`src/eei_pkg.sv`:
```
// Package of constants and types for the Ethernet error injector
package eei_pkg;

	// Clock rate and derived periods
	localparam int CLK_HZ = 100000000;
	localparam int SEC_MS = 1000;
	localparam int SEC_CYCLES = CLK_HZ / 1000 * SEC_MS;
	localparam int TEN_SEC_PERIODS = 10;

	// Stream and setting widths
	localparam int DATA_W = 64;
	localparam int BURST_W = 16;

	// Reset values
	localparam logic [BURST_W-1:0] BURST_RST = 16'h0001;

	// Inter-frame gap in idle words, normal and shortened
	localparam logic [3:0] GAP_NORMAL = 4'h2;
	localparam logic [3:0] GAP_SHORT = 4'h1;

	// Rate exponents
	localparam logic [2:0] RATE_EXP_MIN = 3'h2;
	localparam logic [2:0] RATE_EXP_MAX = 3'h7;

	// Field positions inside the outgoing word
	localparam int PRE_LSB = 8;
	localparam int IPCS_LSB = 16;
	localparam int FRAG_BIT = 45;
	localparam int L4CS_LSB = 32;
	localparam int SEQ_LSB = 0;
	localparam int SYNC_LSB = 0;

	// Injection modes
	typedef enum logic [2:0] {
		EEI_OFF,
		EEI_MANUAL,
		EEI_PER_SEC,
		EEI_PER_TEN_SEC,
		EEI_RATE
	} eei_mode_t;

	// Destinations
	typedef enum logic [3:0] {
		EEI_DST_GAP,
		EEI_DST_FCS,
		EEI_DST_PREAMBLE,
		EEI_DST_IPCS,
		EEI_DST_FRAG,
		EEI_DST_L4CS,
		EEI_DST_PATTERN,
		EEI_DST_SEQ,
		EEI_DST_SYMBOL,
		EEI_DST_FEC
	} eei_dest_t;

	// Link speeds
	typedef enum logic [1:0] {
		EEI_SPD_1G,
		EEI_SPD_10G,
		EEI_SPD_25G,
		EEI_SPD_100G
	} eei_speed_t;

	// Word kinds tagged by the frame builder upstream
	typedef enum logic [2:0] {
		EEI_K_IDLE,
		EEI_K_PREAMBLE,
		EEI_K_HEADER,
		EEI_K_PAYLOAD,
		EEI_K_FCS
	} eei_kind_t;

	// Ten to the power n, for n from 0 to 7
	function automatic logic [23:0] eei_pow10(input logic [2:0] n);
		logic [23:0] p;
		p = 24'h000001;
		for (int i = 0; i < 7; i++) begin
			if (i < int'(n)) begin
				p = 24'(p * 24'h00000a);
			end
		end
		return p;
	endfunction : eei_pow10

endpackage : eei_pkg

```
`src/eei_skid_buffer.sv`:
```
// Two-entry valid/ready buffer in the data path
`timescale 1ns/100ps
`default_nettype none
module eei_skid_buffer #(
	parameter int WIDTH = 64,
	parameter int DEPTH = 2
) (
	// Clock and reset
	input wire logic clk,
	input wire logic rst_n,
	// Fill side
	input wire logic inValid,
	output logic inReady,
	input wire logic [WIDTH-1:0] inData,
	// Drain side
	output logic outValid,
	input wire logic outReady,
	output logic [WIDTH-1:0] outData
);
	localparam int AW = (DEPTH > 1) ? $clog2(DEPTH) : 1;
	logic [WIDTH-1:0] mem [DEPTH];
	logic [AW-1:0] wrPtr;
	logic [AW-1:0] rdPtr;
	logic [AW:0] count;
	logic [AW:0] next_count;
	logic push;
	logic pop;

	assign push = inValid && inReady;
	assign pop = outValid && outReady;
	assign outValid = count != '0;

	// Occupancy after this edge, so that ready can be registered
	always_comb begin
		next_count = count;
		if (push && !pop) begin
			next_count = (AW+1)'(count + 1'b1);
		end else if (pop && !push) begin
			next_count = (AW+1)'(count - 1'b1);
		end
	end
	assign outData = mem[rdPtr];

	// Storage
	always_ff @(posedge clk) begin
		if (push) begin
			mem[wrPtr] <= inData;
		end
	end

	// Pointers and occupancy
	always_ff @(posedge clk) begin
		if (!rst_n) begin
			wrPtr <= '0;
			rdPtr <= '0;
			count <= '0;
			inReady <= 1'b0;
		end else begin
			count <= next_count;
			inReady <= next_count != (AW+1)'(DEPTH);
			if (push) begin
				wrPtr <= (wrPtr == AW'(DEPTH-1)) ? '0 : AW'(wrPtr + 1'b1);
			end
			if (pop) begin
				rdPtr <= (rdPtr == AW'(DEPTH-1)) ? '0 : AW'(rdPtr + 1'b1);
			end
		end
	end
endmodule : eei_skid_buffer
`default_nettype wire

```
`src/eei_error_injector.sv`:
```
// Error and alarm injection stage on the transmit word stream
`timescale 1ns/100ps
`default_nettype none
// How it works
// RULE1 - Enabled alarm is inserted without any break
// RULE2 - Mode off inserts no errors
// RULE3 - Manual trigger inserts exactly burst length, stops
// RULE4 - One burst every one second
// RULE5 - One burst every ten seconds
// RULE6 - One burst per ten-to-N blocks, N 2..7
// RULE7 - In rate mode trigger only reports status
// RULE8 - Burst length sets errors per injection event
// RULE9 - Gap target shortens inter-frame gap
// RULE10 - Checksum target corrupts frame check sequence
// RULE11 - Preamble target alters preamble up to 10G
// RULE12 - IP target corrupts IPv4 header checksum
// RULE13 - Fragment target sends IPv4 data fragmented
// RULE14 - Transport target corrupts TCP/UDP checksum
// RULE15 - Pattern target flips payload pattern bits
// RULE16 - Sequence target corrupts test sequence number
// RULE17 - Symbol target on 10G sends invalid block
// RULE18 - Symbol target at 1G asserts transmit error
// RULE19 - FEC enabled 25G/100G allows symbol errors
// RULE20 - Periods and block counts from own counters
module eei_error_injector #(
	parameter int DATA_W = eei_pkg::DATA_W,
	parameter int BURST_W = eei_pkg::BURST_W,
	parameter int SEC_CYCLES = eei_pkg::SEC_CYCLES
) (
	// Clock and reset
	input wire logic clk,
	input wire logic rst_n,
	// Operator settings
	input wire eei_pkg::eei_mode_t injectMode,
	input wire eei_pkg::eei_dest_t injectDest,
	input wire eei_pkg::eei_speed_t linkSpeed,
	input wire logic [BURST_W-1:0] burstLength,
	input wire logic [2:0] rateExponent,
	input wire logic manualInject,
	input wire logic alarmEnable,
	input wire logic fecEnable,
	// Incoming word stream
	input wire logic inValid,
	output logic inReady,
	input wire logic [DATA_W-1:0] inData,
	input wire eei_pkg::eei_kind_t inKind,
	input wire logic inLast,
	// Outgoing word stream
	output logic outValid,
	input wire logic outReady,
	output logic [DATA_W-1:0] outData,
	output logic outLast,
	output logic txError,
	output logic fecSymbolError,
	output logic alarmActive,
	// Status
	output logic injectBusy,
	output logic injectStatus,
	output logic [BURST_W-1:0] injectedCount
);
	localparam int BW = DATA_W + 5;

	logic [31:0] cycleCount;
	logic [3:0] secCount;
	logic secTick;
	logic tenSecTick;
	logic [23:0] blockCount;
	logic rateTick;
	logic [2:0] rateN;
	logic manualPrev;
	logic manualEdge;
	logic startBurst;
	logic [BURST_W-1:0] remaining;
	logic [3:0] gapCount;
	logic inFrame;
	logic gapDrop;
	logic hit;
	logic [DATA_W-1:0] next_data;
	logic next_txErr;
	logic next_fecErr;
	logic take;
	logic bufInValid;
	logic bufInReady;
	logic bufOutValid;
	logic [BW-1:0] bufOut;
	logic [DATA_W-1:0] bufData;
	logic bufLast;
	logic bufTxErr;
	logic bufFecErr;

	// One- and ten-second ticks from the free-running counter
	always_ff @(posedge clk) begin // RULE20
		if (!rst_n) begin
			cycleCount <= '0;
			secCount <= '0;
			secTick <= 1'b0;
			tenSecTick <= 1'b0;
		end else begin
			secTick <= 1'b0;
			tenSecTick <= 1'b0;
			if (cycleCount == 32'(SEC_CYCLES - 1)) begin
				cycleCount <= '0;
				secTick <= 1'b1; // RULE4
				if (secCount == 4'(eei_pkg::TEN_SEC_PERIODS - 1)) begin
					secCount <= '0;
					tenSecTick <= 1'b1; // RULE5
				end else begin
					secCount <= 4'(secCount + 1'b1);
				end
			end else begin
				cycleCount <= 32'(cycleCount + 1'b1);
			end
		end
	end

	// Exponent held inside the supported range
	assign rateN = (rateExponent < eei_pkg::RATE_EXP_MIN) ? eei_pkg::RATE_EXP_MIN
		: (rateExponent > eei_pkg::RATE_EXP_MAX) ? eei_pkg::RATE_EXP_MAX
		: rateExponent; // RULE6

	// Block counter for rate mode
	always_ff @(posedge clk) begin // RULE20
		if (!rst_n) begin
			blockCount <= '0;
			rateTick <= 1'b0;
		end else begin
			rateTick <= 1'b0;
			if (injectMode != eei_pkg::EEI_RATE) begin
				blockCount <= '0;
			end else if (take) begin
				if (blockCount >= 24'(eei_pkg::eei_pow10(rateN) - 1'b1)) begin
					blockCount <= '0;
					rateTick <= 1'b1; // RULE6
				end else begin
					blockCount <= 24'(blockCount + 1'b1);
				end
			end
		end
	end

	// Manual trigger edge
	always_ff @(posedge clk) begin
		if (!rst_n) begin
			manualPrev <= 1'b0;
		end else begin
			manualPrev <= manualInject;
		end
	end
	assign manualEdge = manualInject && !manualPrev;

	always_comb begin
		startBurst = 1'b0;
		case (injectMode)
			eei_pkg::EEI_MANUAL: startBurst = manualEdge; // RULE3
			eei_pkg::EEI_PER_SEC: startBurst = secTick; // RULE4
			eei_pkg::EEI_PER_TEN_SEC: startBurst = tenSecTick; // RULE5
			eei_pkg::EEI_RATE: startBurst = rateTick; // RULE6 RULE7
			default: startBurst = 1'b0; // RULE2
		endcase
	end

	// Remaining errors in the current burst
	always_ff @(posedge clk) begin
		if (!rst_n) begin
			remaining <= '0;
			injectedCount <= '0;
		end else if (injectMode == eei_pkg::EEI_OFF) begin
			remaining <= '0; // RULE2
		end else if (startBurst && remaining == '0) begin
			remaining <= burstLength; // RULE8
			injectedCount <= '0;
		end else if (hit && take) begin
			remaining <= BURST_W'(remaining - 1'b1); // RULE3
			injectedCount <= BURST_W'(injectedCount + 1'b1);
		end
	end

	// Status outputs
	always_ff @(posedge clk) begin
		if (!rst_n) begin
			injectBusy <= 1'b0;
			injectStatus <= 1'b0;
			alarmActive <= 1'b0;
		end else begin
			injectBusy <= remaining != '0;
			injectStatus <= (remaining != '0) || (injectMode == eei_pkg::EEI_RATE); // RULE7
			alarmActive <= alarmEnable; // RULE1
		end
	end

	// Frame tracking for gap shortening
	always_ff @(posedge clk) begin
		if (!rst_n) begin
			inFrame <= 1'b0;
			gapCount <= '0;
		end else if (take) begin
			if (inKind == eei_pkg::EEI_K_IDLE) begin
				inFrame <= 1'b0;
				gapCount <= (gapCount == 4'hf) ? gapCount : 4'(gapCount + 1'b1);
			end else begin
				inFrame <= 1'b1;
				gapCount <= '0;
			end
		end
	end

	// Which word an error lands on
	always_comb begin
		hit = 1'b0;
		gapDrop = 1'b0;
		if (remaining != '0) begin
			case (injectDest)
				eei_pkg::EEI_DST_GAP: begin
					hit = inKind == eei_pkg::EEI_K_IDLE && !inFrame
						&& gapCount >= eei_pkg::GAP_SHORT
						&& gapCount < eei_pkg::GAP_NORMAL; // RULE9
					gapDrop = hit;
				end
				eei_pkg::EEI_DST_FCS: hit = inKind == eei_pkg::EEI_K_FCS;
				eei_pkg::EEI_DST_PREAMBLE: hit = inKind == eei_pkg::EEI_K_PREAMBLE
					&& (linkSpeed == eei_pkg::EEI_SPD_1G
					|| linkSpeed == eei_pkg::EEI_SPD_10G); // RULE11
				eei_pkg::EEI_DST_IPCS: hit = inKind == eei_pkg::EEI_K_HEADER;
				eei_pkg::EEI_DST_FRAG: hit = inKind == eei_pkg::EEI_K_HEADER;
				eei_pkg::EEI_DST_L4CS: hit = inKind == eei_pkg::EEI_K_HEADER;
				eei_pkg::EEI_DST_PATTERN: hit = inKind == eei_pkg::EEI_K_PAYLOAD;
				eei_pkg::EEI_DST_SEQ: hit = inKind == eei_pkg::EEI_K_PAYLOAD;
				eei_pkg::EEI_DST_SYMBOL: hit = inKind != eei_pkg::EEI_K_IDLE
					&& (linkSpeed == eei_pkg::EEI_SPD_1G
					|| linkSpeed == eei_pkg::EEI_SPD_10G);
				eei_pkg::EEI_DST_FEC: hit = fecEnable
					&& (linkSpeed == eei_pkg::EEI_SPD_25G
					|| linkSpeed == eei_pkg::EEI_SPD_100G); // RULE19
				default: hit = 1'b0;
			endcase
		end
	end

	// Corrupt the chosen field
	always_comb begin
		next_data = inData;
		next_txErr = 1'b0;
		next_fecErr = 1'b0;
		if (alarmEnable) begin
			next_txErr = 1'b1; // RULE1
		end
		if (hit && injectMode != eei_pkg::EEI_OFF) begin // RULE2
			case (injectDest)
				eei_pkg::EEI_DST_FCS: next_data = ~inData; // RULE10
				eei_pkg::EEI_DST_PREAMBLE:
					next_data[eei_pkg::PRE_LSB] = ~inData[eei_pkg::PRE_LSB]; // RULE11
				eei_pkg::EEI_DST_IPCS:
					next_data[eei_pkg::IPCS_LSB] = ~inData[eei_pkg::IPCS_LSB]; // RULE12
				eei_pkg::EEI_DST_FRAG:
					next_data[eei_pkg::FRAG_BIT] = 1'b1; // RULE13
				eei_pkg::EEI_DST_L4CS:
					next_data[eei_pkg::L4CS_LSB] = ~inData[eei_pkg::L4CS_LSB]; // RULE14
				eei_pkg::EEI_DST_PATTERN:
					next_data[DATA_W-1] = ~inData[DATA_W-1]; // RULE15
				eei_pkg::EEI_DST_SEQ:
					next_data[eei_pkg::SEQ_LSB] = ~inData[eei_pkg::SEQ_LSB]; // RULE16
				eei_pkg::EEI_DST_SYMBOL: begin
					if (linkSpeed == eei_pkg::EEI_SPD_10G) begin
						next_data[eei_pkg::SYNC_LSB+1:eei_pkg::SYNC_LSB] = 2'h3; // RULE17
					end else begin
						next_txErr = 1'b1; // RULE18
					end
				end
				eei_pkg::EEI_DST_FEC: next_fecErr = 1'b1; // RULE19
				default: next_data = inData;
			endcase
		end
	end

	// Gap words are dropped, which shortens the gap
	assign take = inValid && bufInReady;
	assign inReady = bufInReady;
	assign bufInValid = inValid && !gapDrop; // RULE9

	eei_skid_buffer #(
		.WIDTH(BW),
		.DEPTH(2)
	) u_buf (
		.clk(clk),
		.rst_n(rst_n),
		.inValid(bufInValid),
		.inReady(bufInReady),
		.inData({2'h0, next_fecErr, next_txErr, inLast, next_data}),
		.outValid(bufOutValid),
		.outReady(outReady || !outValid),
		.outData(bufOut)
	);
	assign bufData = bufOut[DATA_W-1:0];
	assign bufLast = bufOut[DATA_W];
	assign bufTxErr = bufOut[DATA_W+1];
	assign bufFecErr = bufOut[DATA_W+2];

	// Output register
	always_ff @(posedge clk) begin
		if (!rst_n) begin
			outValid <= 1'b0;
			outData <= '0;
			outLast <= 1'b0;
			txError <= 1'b0;
			fecSymbolError <= 1'b0;
		end else if (outReady || !outValid) begin
			outValid <= bufOutValid;
			outData <= bufData;
			outLast <= bufLast;
			txError <= bufOutValid && bufTxErr;
			fecSymbolError <= bufOutValid && bufFecErr;
		end
	end
endmodule : eei_error_injector
`default_nettype wire

```
`config.mk`:
```
export PLATFORM = sky130hd
export DESIGN_NAME = eei_error_injector
export DESIGN_NICKNAME = d
export VERILOG_FILES = /design/src/eei_pkg.sv /design/src/eei_skid_buffer.sv /design/src/eei_error_injector.sv
export SDC_FILE = /design/constraint.sdc
export NUM_CORES = 1
export LEC_CHECK = 0
export BUFFER_PORTS_ARGS = -buffer_cell sky130_fd_sc_hd__buf_2
export CORE_MARGIN = 8
export CORE_UTILIZATION = 59
export CTS_CLUSTER_DIAMETER = 150
export DETAILED_ROUTE_END_ITERATION = 8
export PLACE_DENSITY = 0.88
export SLEW_MARGIN = 20
export SYNTH_ARGS = -nofsm -noshare
export SYNTH_HDL_FRONTEND = slang
export SYNTH_SLANG_ARGS = --single-unit
```
`constraint.sdc`:
```
create_clock -name clk -period 9.3 [get_ports clk]
set_input_delay 0.93 -clock clk [delete_from_list [all_inputs] [get_ports clk]]
set_output_delay 0.93 -clock clk [all_outputs]
set_load 0.01 [all_outputs]
```
==> impl_metrics.csv <==
group,metric,value,unit
global_route,grt_usage,22.1,%
clock_network,cts-resized-gates,0,
drt,highest_layer,"met4",
yosys,synthAdderAreaFrac,8.63,%
sta,setup_viol,0,
drt,wl_met3,2110,um
drt,met1_length,15400,um
sta,tightest_slew,1.06,ns
yosys,yosysMostFrequentCell,"dfxtp_1",
yosys,synth_cells,1493,
floorplan,num_rows,60,
global_route,antenna_found_initial,4,
global_route,grt_pass1_vias,12000,
min_path,hold_start,"remaining[5]",
clock_network,cts_buffer_depth,3,
critical_path,crit_buf_inv,3,
global_route,grt-ovfl-total,0,
floorplan,start_util,59.4,%
sta,fin_skew,0.0256,ns
sta,fmax,0.137,GHz
floorplan,die_area,32200,um2
clock_network,cts_tree,"done",
clock_network,post_cts_buffers,0,
yosys,ys_seq_area_share,48.1,%
min_path,hold_path_end,"remaining[5]",
sta,finalHoldViolations,0,
global_route,grt_max_degree,95,
clock_network,htreeDepth,2,
floorplan,die_w,180,um
power_and_ir_drop,power.density,217,nW/um2
clock_network,insertion_delay,0.52,ns
final_layout,area_delta_synth_final,15.0,%
sta,layout_worst_path_cycle_share,78.3,%
critical_path,r2r_cells,8,
place,hpwl,24900,um
yosys,yosys_warnings,0,
yosys,ys_types,68,
critical_path,worst-path-max-fanout,33,
power_and_ir_drop,p_leak,7.91,nW
drt,drc_errors,0,
drt,dr.pass1.iters,6,
drt,routed_wl,37000,um
place,dp.cells,1976,
yosys,ys_top_cells_by_count,"178 x dfxtp_1, 143 x nand2_1, 134 x edfxtp_1, 134 x nor2_1, 104 x ha_1",
clock_network,hold_buffers,0,
yosys,async_reset_ff_share,0,%
sta,fin_crit,7.28,ns
sta,tns,0,ns
min_path,hold_path_class,"reg2reg",
clock_network,cts.clk_slew.worst_paths,0.06,ns
sta,relSlewSlack,29.3,%
yosys,synthMuxAreaShare,4.47,%
global_route,grt_pass1_wl,60000,um
floorplan,core_area,26600,um2
yosys,synth.cell_area,15800,um2
place,port_buffers,190,
yosys,avgSynthCellArea,10.6,um2
yosys,synth_top_family_by_area,"simple AND/OR/NAND/NOR gates",
yosys,synth_top_area_cell,"edfxtp_1",
yosys,synth_compound_area_share,12.0,%
sta,rsz0062_at_grt,"false",
critical_path,cp_slowest_cell,"a21oi_1",
job,max_cap_viol_count,0,
critical_path,cp_common_cell,"ha_1",
yosys,yosys.area_share.simple,14.3,%
critical_path,cp.depth,30,
floorplan,pin_count,191,
critical_path,critPathRequiredTime,9.73,ns
yosys,yosys.area_share.xor_xnor,9.56,%
min_path,hold_depth,2,
power_and_ir_drop,p_total,0.00394,W
sta,fin_hold_ws,0.484,ns
yosys,synth_area_leaders,"edfxtp_1 26%, dfxtp_1 23%, ha_1 8.2%, o211a_1 4.3%, mux2i_1 4.2%",
yosys,ys_ff_latch,312,
final_layout,fin_cells,2043,
critical_path,end_kind,"flip-flop",
drt,vias,11900,
drt,routedWlPerCell,18.1,um
place,place_congestion,0.898,
clock_network,cts_buffers,34,
floorplan,die_height,180,um
place,place_ws,1.59,ns
drt,first_iter_violations,928,
critical_path,crit_family,"adder cells",
yosys,synth_edf_count,134,
critical_path,reg2reg_slack,5.73,ns
clock_network,cts.sinks,312,
final_layout,drive_gt1_share,17.0,%
sta,setup_ws,2.02,ns
critical_path,critPathKind,"in2reg",
critical_path,worst_r2r_endpoint,"u_buf.mem[1][41]",
yosys,yosys.area.top_type_share,25.5,%
drt,final_antenna_net_count,0,
status,status,"completed",
drt,dr_wl_met2,18300,um
drt,viasPerCell,5.80,
critical_path,timing.rr.start,"remaining[0]",
yosys,synth_ff_type,"dfxtp_1",
critical_path,arrival,7.71,ns
power_and_ir_drop,ir_worst_vdd,0.174,mV
critical_path,cpPeakStageDelay,0.48,ns
final_layout,final_nets,1881,
clock_network,root_buffer,"clkbuf_16",
critical_path,cp-start-kind,"input port",
sta,drv_slew,0,
-- tightest hold or removal path, cell delays in order (launching register included) --
cell and delay [ns]:
dfxtp_1 0.31, nand2_1 0.06, a31oi_1 0.06
-- cell usage in the layout (no fill, tap or decap), types with 5 or more instances in the layout --
master	count
a211oi_1	8
a21boi_0	7
a21o_1	12
a21oi_1	61
a31oi_1	7
and2_1	17
and3_1	23
buf_2	190
buf_4	9
clkbuf_1	9
clkbuf_16	36
clkbuf_8	8
clkinv_1	5
conb_1	20
dfxtp_1	177
diode_2	5
edfxtp_1	134
ha_1	104
inv_1	38
mux2i_1	66
nand2_1	143
nand2b_1	9
nand3_1	29
nand4_1	21
nor2_1	131
nor2b_1	18
nor3_1	28
nor4_1	12
o2111ai_1	12
o211a_1	67
o211ai_1	6
o21a_1	8
o21ai_0	39
or3_1	9
xnor2_1	70
xnor2_2	19
xor2_1	67
-- logic make-up (layout without fill, tap and decap cells) --
| kind of cell | Yosys count | after routing |
|---|---|---|
| flip-flops | 312 | 312 |
| adder cells (fa/ha/maj) | 107 | 107 |
| buffers and inverters | 116 | 302 |
| XOR/XNOR | 156 | 156 |
| multiplexers | 70 | 70 |
| other | 2 | 25 |
| AND/OR/NAND/NOR | 472 | 472 |
| AO/OA/AOI/OAI | 258 | 258 |
-- stage by stage --
step	utilization (%)	area [um2]
after global placement	64.0	17000
final	68.3	18100
after floorplan	-	15800
after global routing	68.3	18100
after CTS	68.2	18100
after detailed placement	64.0	17000
-- cell type report --
class                   count  area (um2)
diodes                      5        12.5
clock buffers              53        1040
clock inverters             9        71.3
fillers                  1945        8430
inverters                  41         154
multi-input cells        1083        7820
flip-flops and latches    312        7590
well taps                 341         427
repair buffers            199        1020
-- layer usage --
metal	GRT usage [%]	vias up
met5	0	-
met4	9.34	0
met3	3.87	78
met2	38.5	390
met1	26.7	5683
li1	-	5706
-- state kept, by name (all words and copies together) (netlist names), 2 cells and up, named ones only --
name / flops
secCount: 4
remaining: 16
cycleCount: 32
outData: 64
injectedCount: 16
u_buf.mem: 134
blockCount: 24
u_buf.count: 2
gapCount: 4
-- worst max path at each step --
| stage | startpoint | to | slack (ns) |
|---|---|---|---|
| 6_report | rateExponent[2] | blockCount[1] | 2.02 |
| 4_1_cts | rateExponent[2] | blockCount[1] | 2.10 |
| 3_5_place_dp | rateExponent[2] | blockCount[1] | 1.59 |
| 5_1_grt | rateExponent[0] | blockCount[1] | 1.58 |
| 3_3_place_gp | rateExponent[2] | blockCount[1] | 1.94 |
| 2_1_floorplan | rateExponent[0] | blockCount[0] | 2.01 |
-- where the power goes --
part / switching [W] / total (W) / internal [W]
clock network: 0.000550 / 0.00133 / 0.000782
registers: 0.000102 / 0.00169 / 0.00159
logic: 0.000527 / 0.000917 / 0.000389
Note: power is estimated with default switching activity, not from simulation.
